## src/common/slr_pkg.sv

```systemverilog
package slr_pkg;

    // serial port framing: read flag, two ignored bits, 13-bit address, data
    localparam int         SPI_ADDR_W     = 13;
    localparam logic [4:0] SPI_HDR_LAST   = 5'h0f;  // count at last header bit
    localparam logic [4:0] SPI_FRAME_LAST = 5'h17;  // count at last data bit
    localparam logic [4:0] SPI_DATA_FIRST = 5'h10;  // first data bit count
    localparam int         SPI_RD_BIT     = 15;     // read flag in header

    // register addresses
    localparam logic [12:0] ADDR_DWELL_LO   = 13'h004b;
    localparam logic [12:0] ADDR_DWELL_HI   = 13'h004c;
    localparam logic [12:0] ADDR_SHORTCUT   = 13'h005e;
    localparam logic [12:0] ADDR_LINK_CTL1  = 13'h005f;
    localparam logic [12:0] ADDR_LINK_CTL2  = 13'h0060;
    localparam logic [12:0] ADDR_LINK_TEST  = 13'h0061;
    localparam logic [12:0] ADDR_LINK_RSVD  = 13'h0062;

    // reset values
    localparam logic [7:0] RST_DWELL     = 8'h00;
    localparam logic [7:0] RST_LINK_CTL1 = 8'h14;
    localparam logic [7:0] RST_LINK_CTL2 = 8'h00;
    localparam logic [7:0] RST_LINK_TEST = 8'h00;
    localparam logic [7:0] READ_ZERO     = 8'h00;

    // shortcut codes
    localparam logic [7:0] QC_M1_L1 = 8'h11;
    localparam logic [7:0] QC_M1_L2 = 8'h12;
    localparam logic [7:0] QC_M2_L1 = 8'h21;
    localparam logic [7:0] QC_M2_L2 = 8'h22;

    // link control one field positions
    localparam int CTL1_TAIL_PN   = 6;
    localparam int CTL1_TEST_SAMP = 5;
    localparam int CTL1_ILAS_LO   = 2;
    localparam int CTL1_PWR_DOWN  = 0;
    localparam logic [7:0] CTL1_WR_MASK = 8'h7f;
    // link control two
    localparam int CTL2_INVERT    = 1;
    // link test control
    localparam int TEST_INJ_LO    = 4;
    localparam logic [7:0] TEST_WR_MASK = 8'h3f;

    // lane alignment modes
    localparam logic [1:0] ILAS_NORMAL = 2'h1;
    localparam logic [1:0] ILAS_ALWAYS = 2'h3;

    // test pattern codes
    typedef enum logic [3:0] {
        TP_NORMAL  = 4'h0,
        TP_CHECKER = 4'h1,
        TP_TOGGLE  = 4'h2,
        TP_PN23    = 4'h3,
        TP_PN9     = 4'h4,
        TP_USER_RP = 4'h5,
        TP_USER_1  = 4'h6,
        TP_RSVD    = 4'h7,
        TP_RPAT    = 4'h8,
        TP_PN7     = 4'hc,
        TP_PN15    = 4'hd
    } slr_tp_t;

    // pattern words
    localparam logic [15:0] CHECKER_A   = 16'haaaa;
    localparam logic [15:0] CHECKER_B   = 16'h5555;
    localparam logic [15:0] ALL_ONES    = 16'hffff;
    localparam logic [15:0] ALL_ZEROS   = 16'h0000;
    localparam logic [15:0] USER_WORD   = 16'h1234;
    localparam logic [22:0] PRBS_SEED   = 23'h7fffff;
    localparam logic [8:0]  TAIL_SEED   = 9'h1ff;

    // prbs feedback taps as (length, tap) bit indices
    localparam int PN7_HI  = 6;
    localparam int PN7_TAP = 5;
    localparam int PN9_HI  = 8;
    localparam int PN9_TAP = 4;
    localparam int PN15_HI = 14;
    localparam int PN15_TAP = 13;
    localparam int PN23_HI = 22;
    localparam int PN23_TAP = 17;

    localparam int SAMP_W = 14;
    localparam int WORD_W = 16;
    localparam int FIFO_DEPTH = 16;

    // configuration seen by the link
    typedef struct packed {
        logic       conv_two;       // two converters framed
        logic       lanes_two;      // two lanes in use
        logic       conv_b_pd;      // second converter power-down
        logic       link_pd;        // link powered down
        logic [1:0] ilas_mode;      // lane alignment mode
        logic       ilas_always;    // alignment runs continuously
        logic [1:0] inject_sel;     // test injection point
        logic [3:0] pattern;        // test pattern code
        logic       test_samp_en;   // test sample enabled
    } slr_cfg_t;

endpackage

```

## src/verilog/slr_regs.sv

```systemverilog
`timescale 1ns/1ps
`default_nettype none

// Overview of operation
// RULE1: shortcut register always reads back zero
// RULE2: 0x11/0x12 one converter, second stays powered
// RULE3: 0x21/0x22 two converters, one or two lanes
// RULE4: tail bits zero or 9-bit PN
// RULE5: pattern 0000 sends normal sample data
// RULE6: 0001 checkerboard, 0010 ones/zeros toggle
// RULE7: PN23, PN9, PN7, PN15 by code
// RULE8: 0101 repeats user word, 0110 once
// RULE9: software pairs RPAT with injection 01
// RULE10: software avoids reserved and undefined codes
// RULE11: alignment mode 01 normal, 11 continuous
// RULE12: software holds power-down while configuring
module slr_regs (
    // clock and reset
    input  wire logic                         core_clk,
    input  wire logic                         rst,
    // serial control port pins
    input  wire logic                         spi_sclk,
    input  wire logic                         spi_csb_n,
    input  wire logic                         spi_sdi,
    output logic                              spi_sdo,
    output logic                              spi_sdo_oe,
    // converter samples in
    input  wire logic [slr_pkg::SAMP_W-1:0]   samp_a,
    input  wire logic [slr_pkg::SAMP_W-1:0]   samp_b,
    input  wire logic                         samp_valid,
    output logic                              samp_ready,
    // link words out
    output logic [slr_pkg::WORD_W-1:0]        link_data,
    output logic                              link_valid,
    input  wire logic                         link_ready,
    // configuration to the link and detector
    output slr_pkg::slr_cfg_t                 link_cfg,
    output logic [15:0]                       detect_dwell
);
    typedef struct packed {
        logic [2:0]  sclk_sy;   // sclk synchroniser plus history
        logic [1:0]  csb_sy;    // chip select synchroniser
        logic [1:0]  sdi_sy;    // data in synchroniser
        logic [4:0]  cnt;       // bits received in frame
        logic [22:0] shreg;     // received bits
        logic        is_read;   // current frame reads
        logic [7:0]  rd_shift;  // read data shifting out
        logic        sdo;       // serial data out
        logic [15:0] dwell;     // fast level detect dwell time
        logic        conv_two;  // two converters
        logic        lanes_two; // two lanes
        logic [7:0]  ctl1;      // link control one
        logic [7:0]  ctl2;      // link control two
        logic [7:0]  tst;       // link test control
        logic [22:0] prbs;      // pattern lfsr
        logic [8:0]  tail_pn;   // tail bit lfsr
        logic        alt;       // alternating pattern phase
        logic        chan_b;    // next word comes from converter b
        logic        user_sent; // single user word already sent
        logic [3:0]  last_tp;   // pattern code last cycle
    } slr_st_t;

    slr_st_t s_r;
    slr_st_t s_nxt;

    logic                      sclk_rise;   // synced rising edge
    logic                      sclk_fall;   // synced falling edge
    logic                      csb_act;     // frame active
    logic [23:0]               in_vec;      // bits including current one
    logic [12:0]               wr_addr;     // address at frame end
    logic [7:0]                wr_data;     // data at frame end
    logic [7:0]                rd_data;     // read mux result
    logic [slr_pkg::WORD_W-1:0] gen_word;   // generated word
    logic                      gen_valid;   // generated word offered
    logic                      fifo_ready;  // fifo accepts
    logic                      push;        // word enters fifo
    logic [slr_pkg::SAMP_W-1:0] samp_sel;   // selected converter
    logic [1:0]                tail_bits;   // spare bits
    logic                      pn_fb;       // selected prbs feedback
    logic [22:0]               pn_mask;     // selected prbs length mask

    assign sclk_rise = s_r.sclk_sy[1] && !s_r.sclk_sy[2];
    assign sclk_fall = !s_r.sclk_sy[1] && s_r.sclk_sy[2];
    assign csb_act   = !s_r.csb_sy[1];
    assign in_vec    = {s_r.shreg, s_r.sdi_sy[1]};
    assign wr_addr   = in_vec[20:8];
    assign wr_data   = in_vec[7:0];

    // register read mux, addressed by the header just received
    always_comb begin
        case (in_vec[slr_pkg::SPI_ADDR_W-1:0])
            slr_pkg::ADDR_DWELL_LO:  rd_data = s_r.dwell[7:0];
            slr_pkg::ADDR_DWELL_HI:  rd_data = s_r.dwell[15:8];
            slr_pkg::ADDR_SHORTCUT:  rd_data = slr_pkg::READ_ZERO; // [RULE1]
            slr_pkg::ADDR_LINK_CTL1: rd_data = s_r.ctl1;
            slr_pkg::ADDR_LINK_CTL2: rd_data = s_r.ctl2;
            slr_pkg::ADDR_LINK_TEST: rd_data = s_r.tst;
            default:                 rd_data = slr_pkg::READ_ZERO;
        endcase
    end

    // prbs length and feedback picked by the pattern code
    always_comb begin
        case (s_r.tst[3:0])
            slr_pkg::TP_PN7: begin // [RULE7]
                pn_fb   = s_r.prbs[slr_pkg::PN7_HI] ^
                          s_r.prbs[slr_pkg::PN7_TAP];
                pn_mask = 23'h00007f;
            end
            slr_pkg::TP_PN9: begin // [RULE7]
                pn_fb   = s_r.prbs[slr_pkg::PN9_HI] ^
                          s_r.prbs[slr_pkg::PN9_TAP];
                pn_mask = 23'h0001ff;
            end
            slr_pkg::TP_PN15: begin // [RULE7]
                pn_fb   = s_r.prbs[slr_pkg::PN15_HI] ^
                          s_r.prbs[slr_pkg::PN15_TAP];
                pn_mask = 23'h007fff;
            end
            default: begin // [RULE7]
                pn_fb   = s_r.prbs[slr_pkg::PN23_HI] ^
                          s_r.prbs[slr_pkg::PN23_TAP];
                pn_mask = 23'h7fffff;
            end
        endcase
    end

    // sample framing: spare bits below the 14-bit sample
    always_comb begin
        samp_sel = (s_r.conv_two && s_r.chan_b) ? samp_b : samp_a;
        // control bits are never framed here, so the spare bits are tail
        tail_bits = s_r.ctl1[slr_pkg::CTL1_TAIL_PN] ?
                    s_r.tail_pn[1:0] : 2'h0; // [RULE4]
    end

    // word generator; power-down and a pattern's reseed cycle push nothing
    always_comb begin
        gen_valid = 1'b1;
        case (s_r.tst[3:0])
            slr_pkg::TP_NORMAL: begin // [RULE5]
                gen_word  = {samp_sel, tail_bits};
                gen_valid = samp_valid;
            end
            slr_pkg::TP_CHECKER: begin // [RULE6]
                gen_word = s_r.alt ? slr_pkg::CHECKER_B : slr_pkg::CHECKER_A;
            end
            slr_pkg::TP_TOGGLE: begin // [RULE6]
                gen_word = s_r.alt ? slr_pkg::ALL_ZEROS : slr_pkg::ALL_ONES;
            end
            slr_pkg::TP_PN23, slr_pkg::TP_PN9,
            slr_pkg::TP_PN7, slr_pkg::TP_PN15: begin // [RULE7]
                gen_word = s_r.prbs[15:0];
            end
            slr_pkg::TP_USER_RP: begin // [RULE8]
                gen_word = slr_pkg::USER_WORD;
            end
            slr_pkg::TP_USER_1: begin // [RULE8]
                gen_word  = slr_pkg::USER_WORD;
                gen_valid = !s_r.user_sent;
            end
            slr_pkg::TP_RPAT: begin
                // injection point is not checked: pairing is software's job
                gen_word = s_r.prbs[15:0]; // [RULE9]
            end
            default: begin
                // reserved and unused codes send nothing
                gen_word  = slr_pkg::ALL_ZEROS; // [RULE10]
                gen_valid = 1'b0;
            end
        endcase
        if (s_r.ctl2[slr_pkg::CTL2_INVERT]) begin
            gen_word = ~gen_word;
        end
        if (s_r.ctl1[slr_pkg::CTL1_PWR_DOWN] ||
            (s_r.tst[3:0] != s_r.last_tp)) begin
            gen_valid = 1'b0; // [RULE12]
        end
    end
    assign push       = gen_valid && fifo_ready;
    assign samp_ready = fifo_ready &&
                        !s_r.ctl1[slr_pkg::CTL1_PWR_DOWN] &&
                        (s_r.tst[3:0] == s_r.last_tp) &&
                        (s_r.tst[3:0] == slr_pkg::TP_NORMAL);

    // next state: serial port, registers and pattern state
    always_comb begin
        s_nxt = s_r;
        s_nxt.sclk_sy = {s_r.sclk_sy[1:0], spi_sclk};
        s_nxt.csb_sy  = {s_r.csb_sy[0], spi_csb_n};
        s_nxt.sdi_sy  = {s_r.sdi_sy[0], spi_sdi};
        if (!csb_act) begin
            // deselect aborts any partial frame
            s_nxt.cnt     = '0;
            s_nxt.is_read = 1'b0;
        end else if (sclk_rise && s_r.cnt <= slr_pkg::SPI_FRAME_LAST) begin
            s_nxt.shreg = in_vec[22:0];
            s_nxt.cnt   = s_r.cnt + 5'h01;
            if (s_r.cnt == slr_pkg::SPI_HDR_LAST) begin
                s_nxt.is_read  = in_vec[slr_pkg::SPI_RD_BIT];
                s_nxt.rd_shift = rd_data;
            end
            if (s_r.cnt == slr_pkg::SPI_FRAME_LAST && !s_r.is_read) begin
                case (wr_addr)
                    slr_pkg::ADDR_DWELL_LO:  s_nxt.dwell[7:0]  = wr_data;
                    slr_pkg::ADDR_DWELL_HI:  s_nxt.dwell[15:8] = wr_data;
                    slr_pkg::ADDR_SHORTCUT: begin
                        // unknown codes leave the framing untouched
                        if (wr_data == slr_pkg::QC_M1_L1 ||
                            wr_data == slr_pkg::QC_M1_L2) begin
                            s_nxt.conv_two  = 1'b0; // [RULE2]
                            s_nxt.lanes_two = (wr_data == slr_pkg::QC_M1_L2);
                        end else if (wr_data == slr_pkg::QC_M2_L1 ||
                                     wr_data == slr_pkg::QC_M2_L2) begin
                            s_nxt.conv_two  = 1'b1; // [RULE3]
                            s_nxt.lanes_two = (wr_data == slr_pkg::QC_M2_L2);
                        end
                    end
                    slr_pkg::ADDR_LINK_CTL1:
                        s_nxt.ctl1 = wr_data & slr_pkg::CTL1_WR_MASK;
                    slr_pkg::ADDR_LINK_CTL2: s_nxt.ctl2 = wr_data;
                    slr_pkg::ADDR_LINK_TEST:
                        s_nxt.tst = wr_data & slr_pkg::TEST_WR_MASK;
                    default: ;
                endcase
            end
        end else if (sclk_fall && s_r.is_read &&
                     s_r.cnt >= slr_pkg::SPI_DATA_FIRST) begin
            // data changes on the falling edge, ready for the next rise
            s_nxt.sdo      = s_r.rd_shift[7];
            s_nxt.rd_shift = {s_r.rd_shift[6:0], 1'b0};
        end
        // pattern state advances only with accepted words
        s_nxt.last_tp = s_r.tst[3:0];
        if (s_r.tst[3:0] != s_r.last_tp) begin
            s_nxt.user_sent = 1'b0;
            s_nxt.prbs      = slr_pkg::PRBS_SEED;
        end else if (push) begin
            s_nxt.alt     = !s_r.alt;
            s_nxt.chan_b  = s_r.conv_two && !s_r.chan_b;
            s_nxt.prbs    = {s_r.prbs[21:0], pn_fb} & pn_mask;
            s_nxt.tail_pn = {s_r.tail_pn[7:0],
                             s_r.tail_pn[slr_pkg::PN9_HI] ^
                             s_r.tail_pn[slr_pkg::PN9_TAP]}; // [RULE4]
            if (s_r.tst[3:0] == slr_pkg::TP_USER_1) begin
                s_nxt.user_sent = 1'b1; // [RULE8]
            end
        end
    end
    // state register with synchronous reset
    always_ff @(posedge core_clk) begin
        if (rst) begin
            s_r           <= '0;
            s_r.csb_sy    <= 2'h3;
            s_r.dwell     <= {slr_pkg::RST_DWELL, slr_pkg::RST_DWELL};
            s_r.ctl1      <= slr_pkg::RST_LINK_CTL1; // [RULE11]
            s_r.ctl2      <= slr_pkg::RST_LINK_CTL2;
            s_r.tst       <= slr_pkg::RST_LINK_TEST;
            s_r.prbs      <= slr_pkg::PRBS_SEED;
            s_r.tail_pn   <= slr_pkg::TAIL_SEED;
        end else begin
            s_r <= s_nxt;
        end
    end
    // outputs
    assign spi_sdo    = s_r.sdo;
    assign spi_sdo_oe = csb_act && s_r.is_read &&
                        (s_r.cnt >= slr_pkg::SPI_DATA_FIRST);
    assign detect_dwell = s_r.dwell;

    always_comb begin
        link_cfg.conv_two     = s_r.conv_two;
        link_cfg.lanes_two    = s_r.lanes_two;
        link_cfg.conv_b_pd    = 1'b0; // [RULE2]
        link_cfg.link_pd      = s_r.ctl1[slr_pkg::CTL1_PWR_DOWN];
        link_cfg.ilas_mode    = s_r.ctl1[slr_pkg::CTL1_ILAS_LO +: 2];
        link_cfg.ilas_always  = (s_r.ctl1[slr_pkg::CTL1_ILAS_LO +: 2] ==
                                 slr_pkg::ILAS_ALWAYS); // [RULE11]
        link_cfg.inject_sel   = s_r.tst[slr_pkg::TEST_INJ_LO +: 2];
        link_cfg.pattern      = s_r.tst[3:0];
        link_cfg.test_samp_en = s_r.ctl1[slr_pkg::CTL1_TEST_SAMP];
    end

    // 16-word buffer between generator and link
    slr_fifo #(
        .WIDTH (slr_pkg::WORD_W),
        .DEPTH (slr_pkg::FIFO_DEPTH)
    ) u_fifo (
        .core_clk  (core_clk),
        .rst       (rst),
        .in_valid  (gen_valid),
        .in_ready  (fifo_ready),
        .in_data   (gen_word),
        .out_valid (link_valid),
        .out_ready (link_ready),
        .out_data  (link_data)
    );
endmodule
`default_nettype wire

```

## src/verilog/slr_fifo.sv

```systemverilog
`timescale 1ns/1ps
`default_nettype none

module slr_fifo #(
    parameter int WIDTH = 16,
    parameter int DEPTH = 16
) (
    // clock and reset
    input  wire logic             core_clk,
    input  wire logic             rst,
    // fill side
    input  wire logic             in_valid,
    output logic                  in_ready,
    input  wire logic [WIDTH-1:0] in_data,
    // drain side
    output logic                  out_valid,
    input  wire logic             out_ready,
    output logic      [WIDTH-1:0] out_data
);
    localparam int AW = $clog2(DEPTH);

    typedef struct packed {
        logic [DEPTH-1:0][WIDTH-1:0] mem;   // storage words
        logic [AW:0]                 wptr;  // write pointer with wrap bit
        logic [AW:0]                 rptr;  // read pointer with wrap bit
    } slr_fifo_st_t;

    slr_fifo_st_t s_r;
    slr_fifo_st_t s_nxt;

    logic full;
    logic empty;

    // the extra pointer bit tells full from empty without a counter
    assign empty     = (s_r.wptr == s_r.rptr);
    assign full      = (s_r.wptr[AW] != s_r.rptr[AW]) &&
                       (s_r.wptr[AW-1:0] == s_r.rptr[AW-1:0]);
    assign in_ready  = !full;
    assign out_valid = !empty;
    assign out_data  = s_r.mem[s_r.rptr[AW-1:0]];

    // pointer and storage update
    always_comb begin
        s_nxt = s_r;
        if (in_valid && !full) begin
            s_nxt.mem[s_r.wptr[AW-1:0]] = in_data;
            s_nxt.wptr = s_r.wptr + 1'b1;
        end
        if (out_ready && !empty) begin
            s_nxt.rptr = s_r.rptr + 1'b1;
        end
    end

    // state register; storage needs no reset, only the pointers
    always_ff @(posedge core_clk) begin
        if (rst) begin
            s_r.mem  <= s_nxt.mem;
            s_r.wptr <= '0;
            s_r.rptr <= '0;
        end else begin
            s_r <= s_nxt;
        end
    end

endmodule

`default_nettype wire

```

## config.mk

```make
export PLATFORM = sky130hd
export DESIGN_NAME = slr_regs
export DESIGN_NICKNAME = d
export VERILOG_FILES = /design/src/common/slr_pkg.sv /design/src/verilog/slr_regs.sv /design/src/verilog/slr_fifo.sv
export SDC_FILE = /design/constraint.sdc
export NUM_CORES = 1
export LEC_CHECK = 0
export BUFFER_PORTS_ARGS = -buffer_cell sky130_fd_sc_hd__buf_2
export CAP_MARGIN = 10
export CORE_AREA = 2 2 205 187
export CTS_CLUSTER_SIZE = 20
export DETAILED_ROUTE_END_ITERATION = 7
export DIE_AREA = 0 0 207 189
export HOLD_SLACK_MARGIN = 0.05
export PLACE_DENSITY_LB_ADDON = 0.15
export SYNTH_ARGS = -nofsm -noshare
export SYNTH_HDL_FRONTEND = slang
export SYNTH_HIERARCHICAL = 1
export SYNTH_SLANG_ARGS = --single-unit
```

## constraint.sdc

```tcl
create_clock -name core_clk -period 8.9 [get_ports core_clk]
set_clock_uncertainty 0.15 [all_clocks]
set_input_delay 0.89 -clock core_clk [delete_from_list [all_inputs] [get_ports core_clk]]
set_output_delay 0.89 -clock core_clk [all_outputs]
set_load 0.01 [all_outputs]
```

==> reports/metrics.csv <==
stage,metric,value,unit
layout,area delta synth->final,13.0,%
hold_path,hold crit path type,reg -> reg,
detailed_routing,First-pass DRT Iterations,5,
die,IO Pins,85,
logic_synthesis,syn nets,1177,
worst_setup_path,crit path capture type,primary output,
global_routing,first-pass GRT wire length,59100,um
logic_synthesis,top post-synthesis cells by area,"edfxtp_1 (47%), dfxtp_1 (16%), mux4_2 (10%), mux2i_1 (3.5%), nor2_1 (2.1%)",
clocking,Clock Tree Root,clkbuf_16,
detailed_routing,DRC,0,
layout,ant diodes,0,
timing,min Tclk post-route,4.40,ns
logic_synthesis,share of the yosys chip area belonging to registers,62.7,%
worst_setup_path,worst-path cell chain,buf_4 > xnor2_1 > and4_1 > nand2_1 > and4b_1 > buf_2,
detailed_routing,DR WL/cell,22.2,um
logic_synthesis,fraction of registers with async set/reset,0,%
worst_setup_path,Max Fanout on Critical Path,68,
clocking,Worst-Skew Late Latency,0.55,ns
clocking,setup bufs post-CTS,0,
worst_setup_path,crit path max-delay cell type,buf_4,
place,Cells after DPL,1632,
logic_synthesis,top_reg_cell synth,edfxtp_1,
die,DIE AREA,0.0391,mm2
power_and_ir_drop,Max VDD drop,0.128,mV
clocking,post-CTS resize count,0,
worst_setup_path,CP bufs+invs,2,
logic_synthesis,Synth top cells by count,"edfxtp_1 (256), dfxtp_1 (130), nor2_1 (90), mux4_2 (74), nand2_1 (65)",
clocking,TritonCTS Buffers,41,
global_routing,initial antenna violation count,0,
timing,Achievable Freq,227,MHz
clocking,clock-pin slew on the worst setup and hold paths,0.06,ns
detailed_routing,initial DRC count,787,
die,DIE WIDTH,207,um
die,Std-Cell Rows,67,
timing,Final Hold Fails,0,
power_and_ir_drop,P_leak,6.64,nW
logic_synthesis,Yosys reg bits,386,
clocking,htree depth,2,
worst_setup_path,signal arrival time at the worst endpoint,3.36,ns
clocking,CTS tree,done,
logic_synthesis,Mapped Area,0.0164,mm2
clocking,Post-CTS Hold Buffers,0,
place,routability cong.,0.770,
detailed_routing,DRT antenna net count,0,
logic_synthesis,syn_area_per_cell,14.5,um2
layout,layout cell share with drive strength beyond 1,24.4,%
die,die height,189,um
logic_synthesis,most numerous cell in the Yosys netlist,edfxtp_1,
worst_setup_path,Worst Setup Start Kind,flip-flop,
detailed_routing,Vias/cell,5.62,
clocking,CTS Buffer Depth,3,
logic_synthesis,Post-Synthesis Cells,1134,
logic_synthesis,area share of the largest cell type after synthesis,46.9,%
timing,count of pins over their slew limit,0,
layout,final cell count without fillers,1710,
die,initial core utilization,44.5,%
global_routing,vias in the first global route,9658,
power_and_ir_drop,PD cells,213,mW/mm2
run_status,run status,"complete, no violations",
worst_setup_path,Top delay family on crit path,simple AND/OR/NAND/NOR gates,
timing,unrepaired setup endpoints after global routing,no,
timing,slew margin rel.,21.4,%
global_routing,largest net degree at the start of global routing,69,
logic_synthesis,Netlist cell types,69,
global_routing,GRT overflow,0,
detailed_routing,via count,9616,
worst_setup_path,slowest cell delay on critical path,0.70,ns
timing,"Setup violations, final",0,
layout,Final nets,1238,
run,max cap viols,0,
logic_synthesis,leading area contributor after synthesis,edfxtp_1,
global_routing,Tot GR Track Use,19.7,%
place,port bufs,83,
clocking,CTS sink count,386,
timing,Worst Tran Pin Value,1.18,ns
worst_setup_path,type of the worst setup path,reg -> out,
timing,Final TNS setup,0,ns
place,DP HPWL,23800,um
logic_synthesis,synth warn,6,
detailed_routing,final WL,37900,um
worst_setup_path,Worst EP required,7.86,ns
die,core area,0.0369,mm2
timing,final period utilization,49.4,%
logic_synthesis,"EDFF count, synth",256,
[cell families after synthesis]
group | Yosys count | synth area share, %
flip-flops | 386 | 62.7
AND/OR/NAND/NOR | 282 | 8.73
multiplexers | 158 | 16.0
AO/OA/AOI/OAI | 134 | 5.85
buffers and inverters | 128 | 4.05
XOR/XNOR | 37 | 1.98
adder cells (fa/ha/maj) | 8 | 0.610
other | 1 | 0.0229
[per-stage QoR]
stage	area [um2]	setup slack, ns	hold WS [ns]	util [%]	power, mW
global placement	17200	5.04	0.265	46.6	2.33
detailed placement	17200	5.04	0.268	46.6	2.33
CTS	18500	4.41	0.289	50.2	4.01
floorplan	16400	5.18	0.239	-	2.25
finish	18500	4.50	0.287	50.2	3.96
global route	18500	4.29	0.312	50.2	4.11
[worst register-to-register path, cell delays in order, from the launching register on]
cell and delay, ns:
dfxtp_1 0.72, xor2_1 0.14, nor4_1 0.51, nor4b_4 0.28, buf_4 0.35, o211ai_1 0.28
nor3_2 0.73, buf_4 0.36
[area by class of cell]
cell class	instances	area [um2]
well taps	483	604
multi-input cells	620	5520
clock buffers	50	1080
fillers	3147	18400
flip-flops and latches	386	10300
inverters	28	105
clock inverters	25	243
repair buffers	118	681
[where the power goes]
group,leakage (nW),switching (mW),internal (mW),total [mW]
registers,3.38,0.0246,1.93,1.96
logic,2.61,0.163,0.167,0.330
clock network,0.650,0.682,0.985,1.67
[cell usage in the layout, fill, tap and decap left out, types with 14 or more instances in the layout]
| cell type | instances |
|---|---|
| nand4_1 | 18 |
| mux2i_1 | 58 |
| inv_1 | 28 |
| edfxtp_1 | 256 |
| nand2_1 | 65 |
| dfxtp_1 | 127 |
| o211ai_1 | 19 |
| mux4_2 | 74 |
| buf_4 | 36 |
| mux2_2 | 14 |
| clkbuf_16 | 42 |
| nor2b_1 | 18 |
| a21oi_1 | 33 |
| xnor2_1 | 22 |
| buf_2 | 82 |
| nor2_1 | 79 |
| xor2_1 | 14 |
| a221oi_1 | 16 |
[path summary, 6_finish.rpt]
path / from / endpoint / slack, ns / cells past startpoint
min reg2reg: s_nxt[120] / in_vec[0] / 0.29 / 1
max: u_fifo/s_r[1] / samp_ready / 4.50 / 6
min: s_nxt[120] / in_vec[0] / 0.29 / 1
max reg2reg: link_cfg[2] / u_fifo/s_r[28] / 5.05 / 7
[sequential cells by signal, indices dropped and copies added (netlist names)]
signal	flops
spi_sdo	1
s_nxt	4
u_fifo/s_r	266
detect_dwell	16
s_r	66
in_vec	21
link_cfg	12
[routing by layer]
metal / vias to the layer above / wire length, um / GRT usage, % / share of wire, %
met3: 64 / 1670 / 3.35 / 4.4
met1: 4894 / 17300 / 27.6 / 46
met2: 209 / 17700 / 31.0 / 47
met5: - / 0 / 0 / 0
met4: 0 / 1160 / 7.31 / 3.1
li1: 4449 / - / - / -
(Power assumes the default switching activity.)
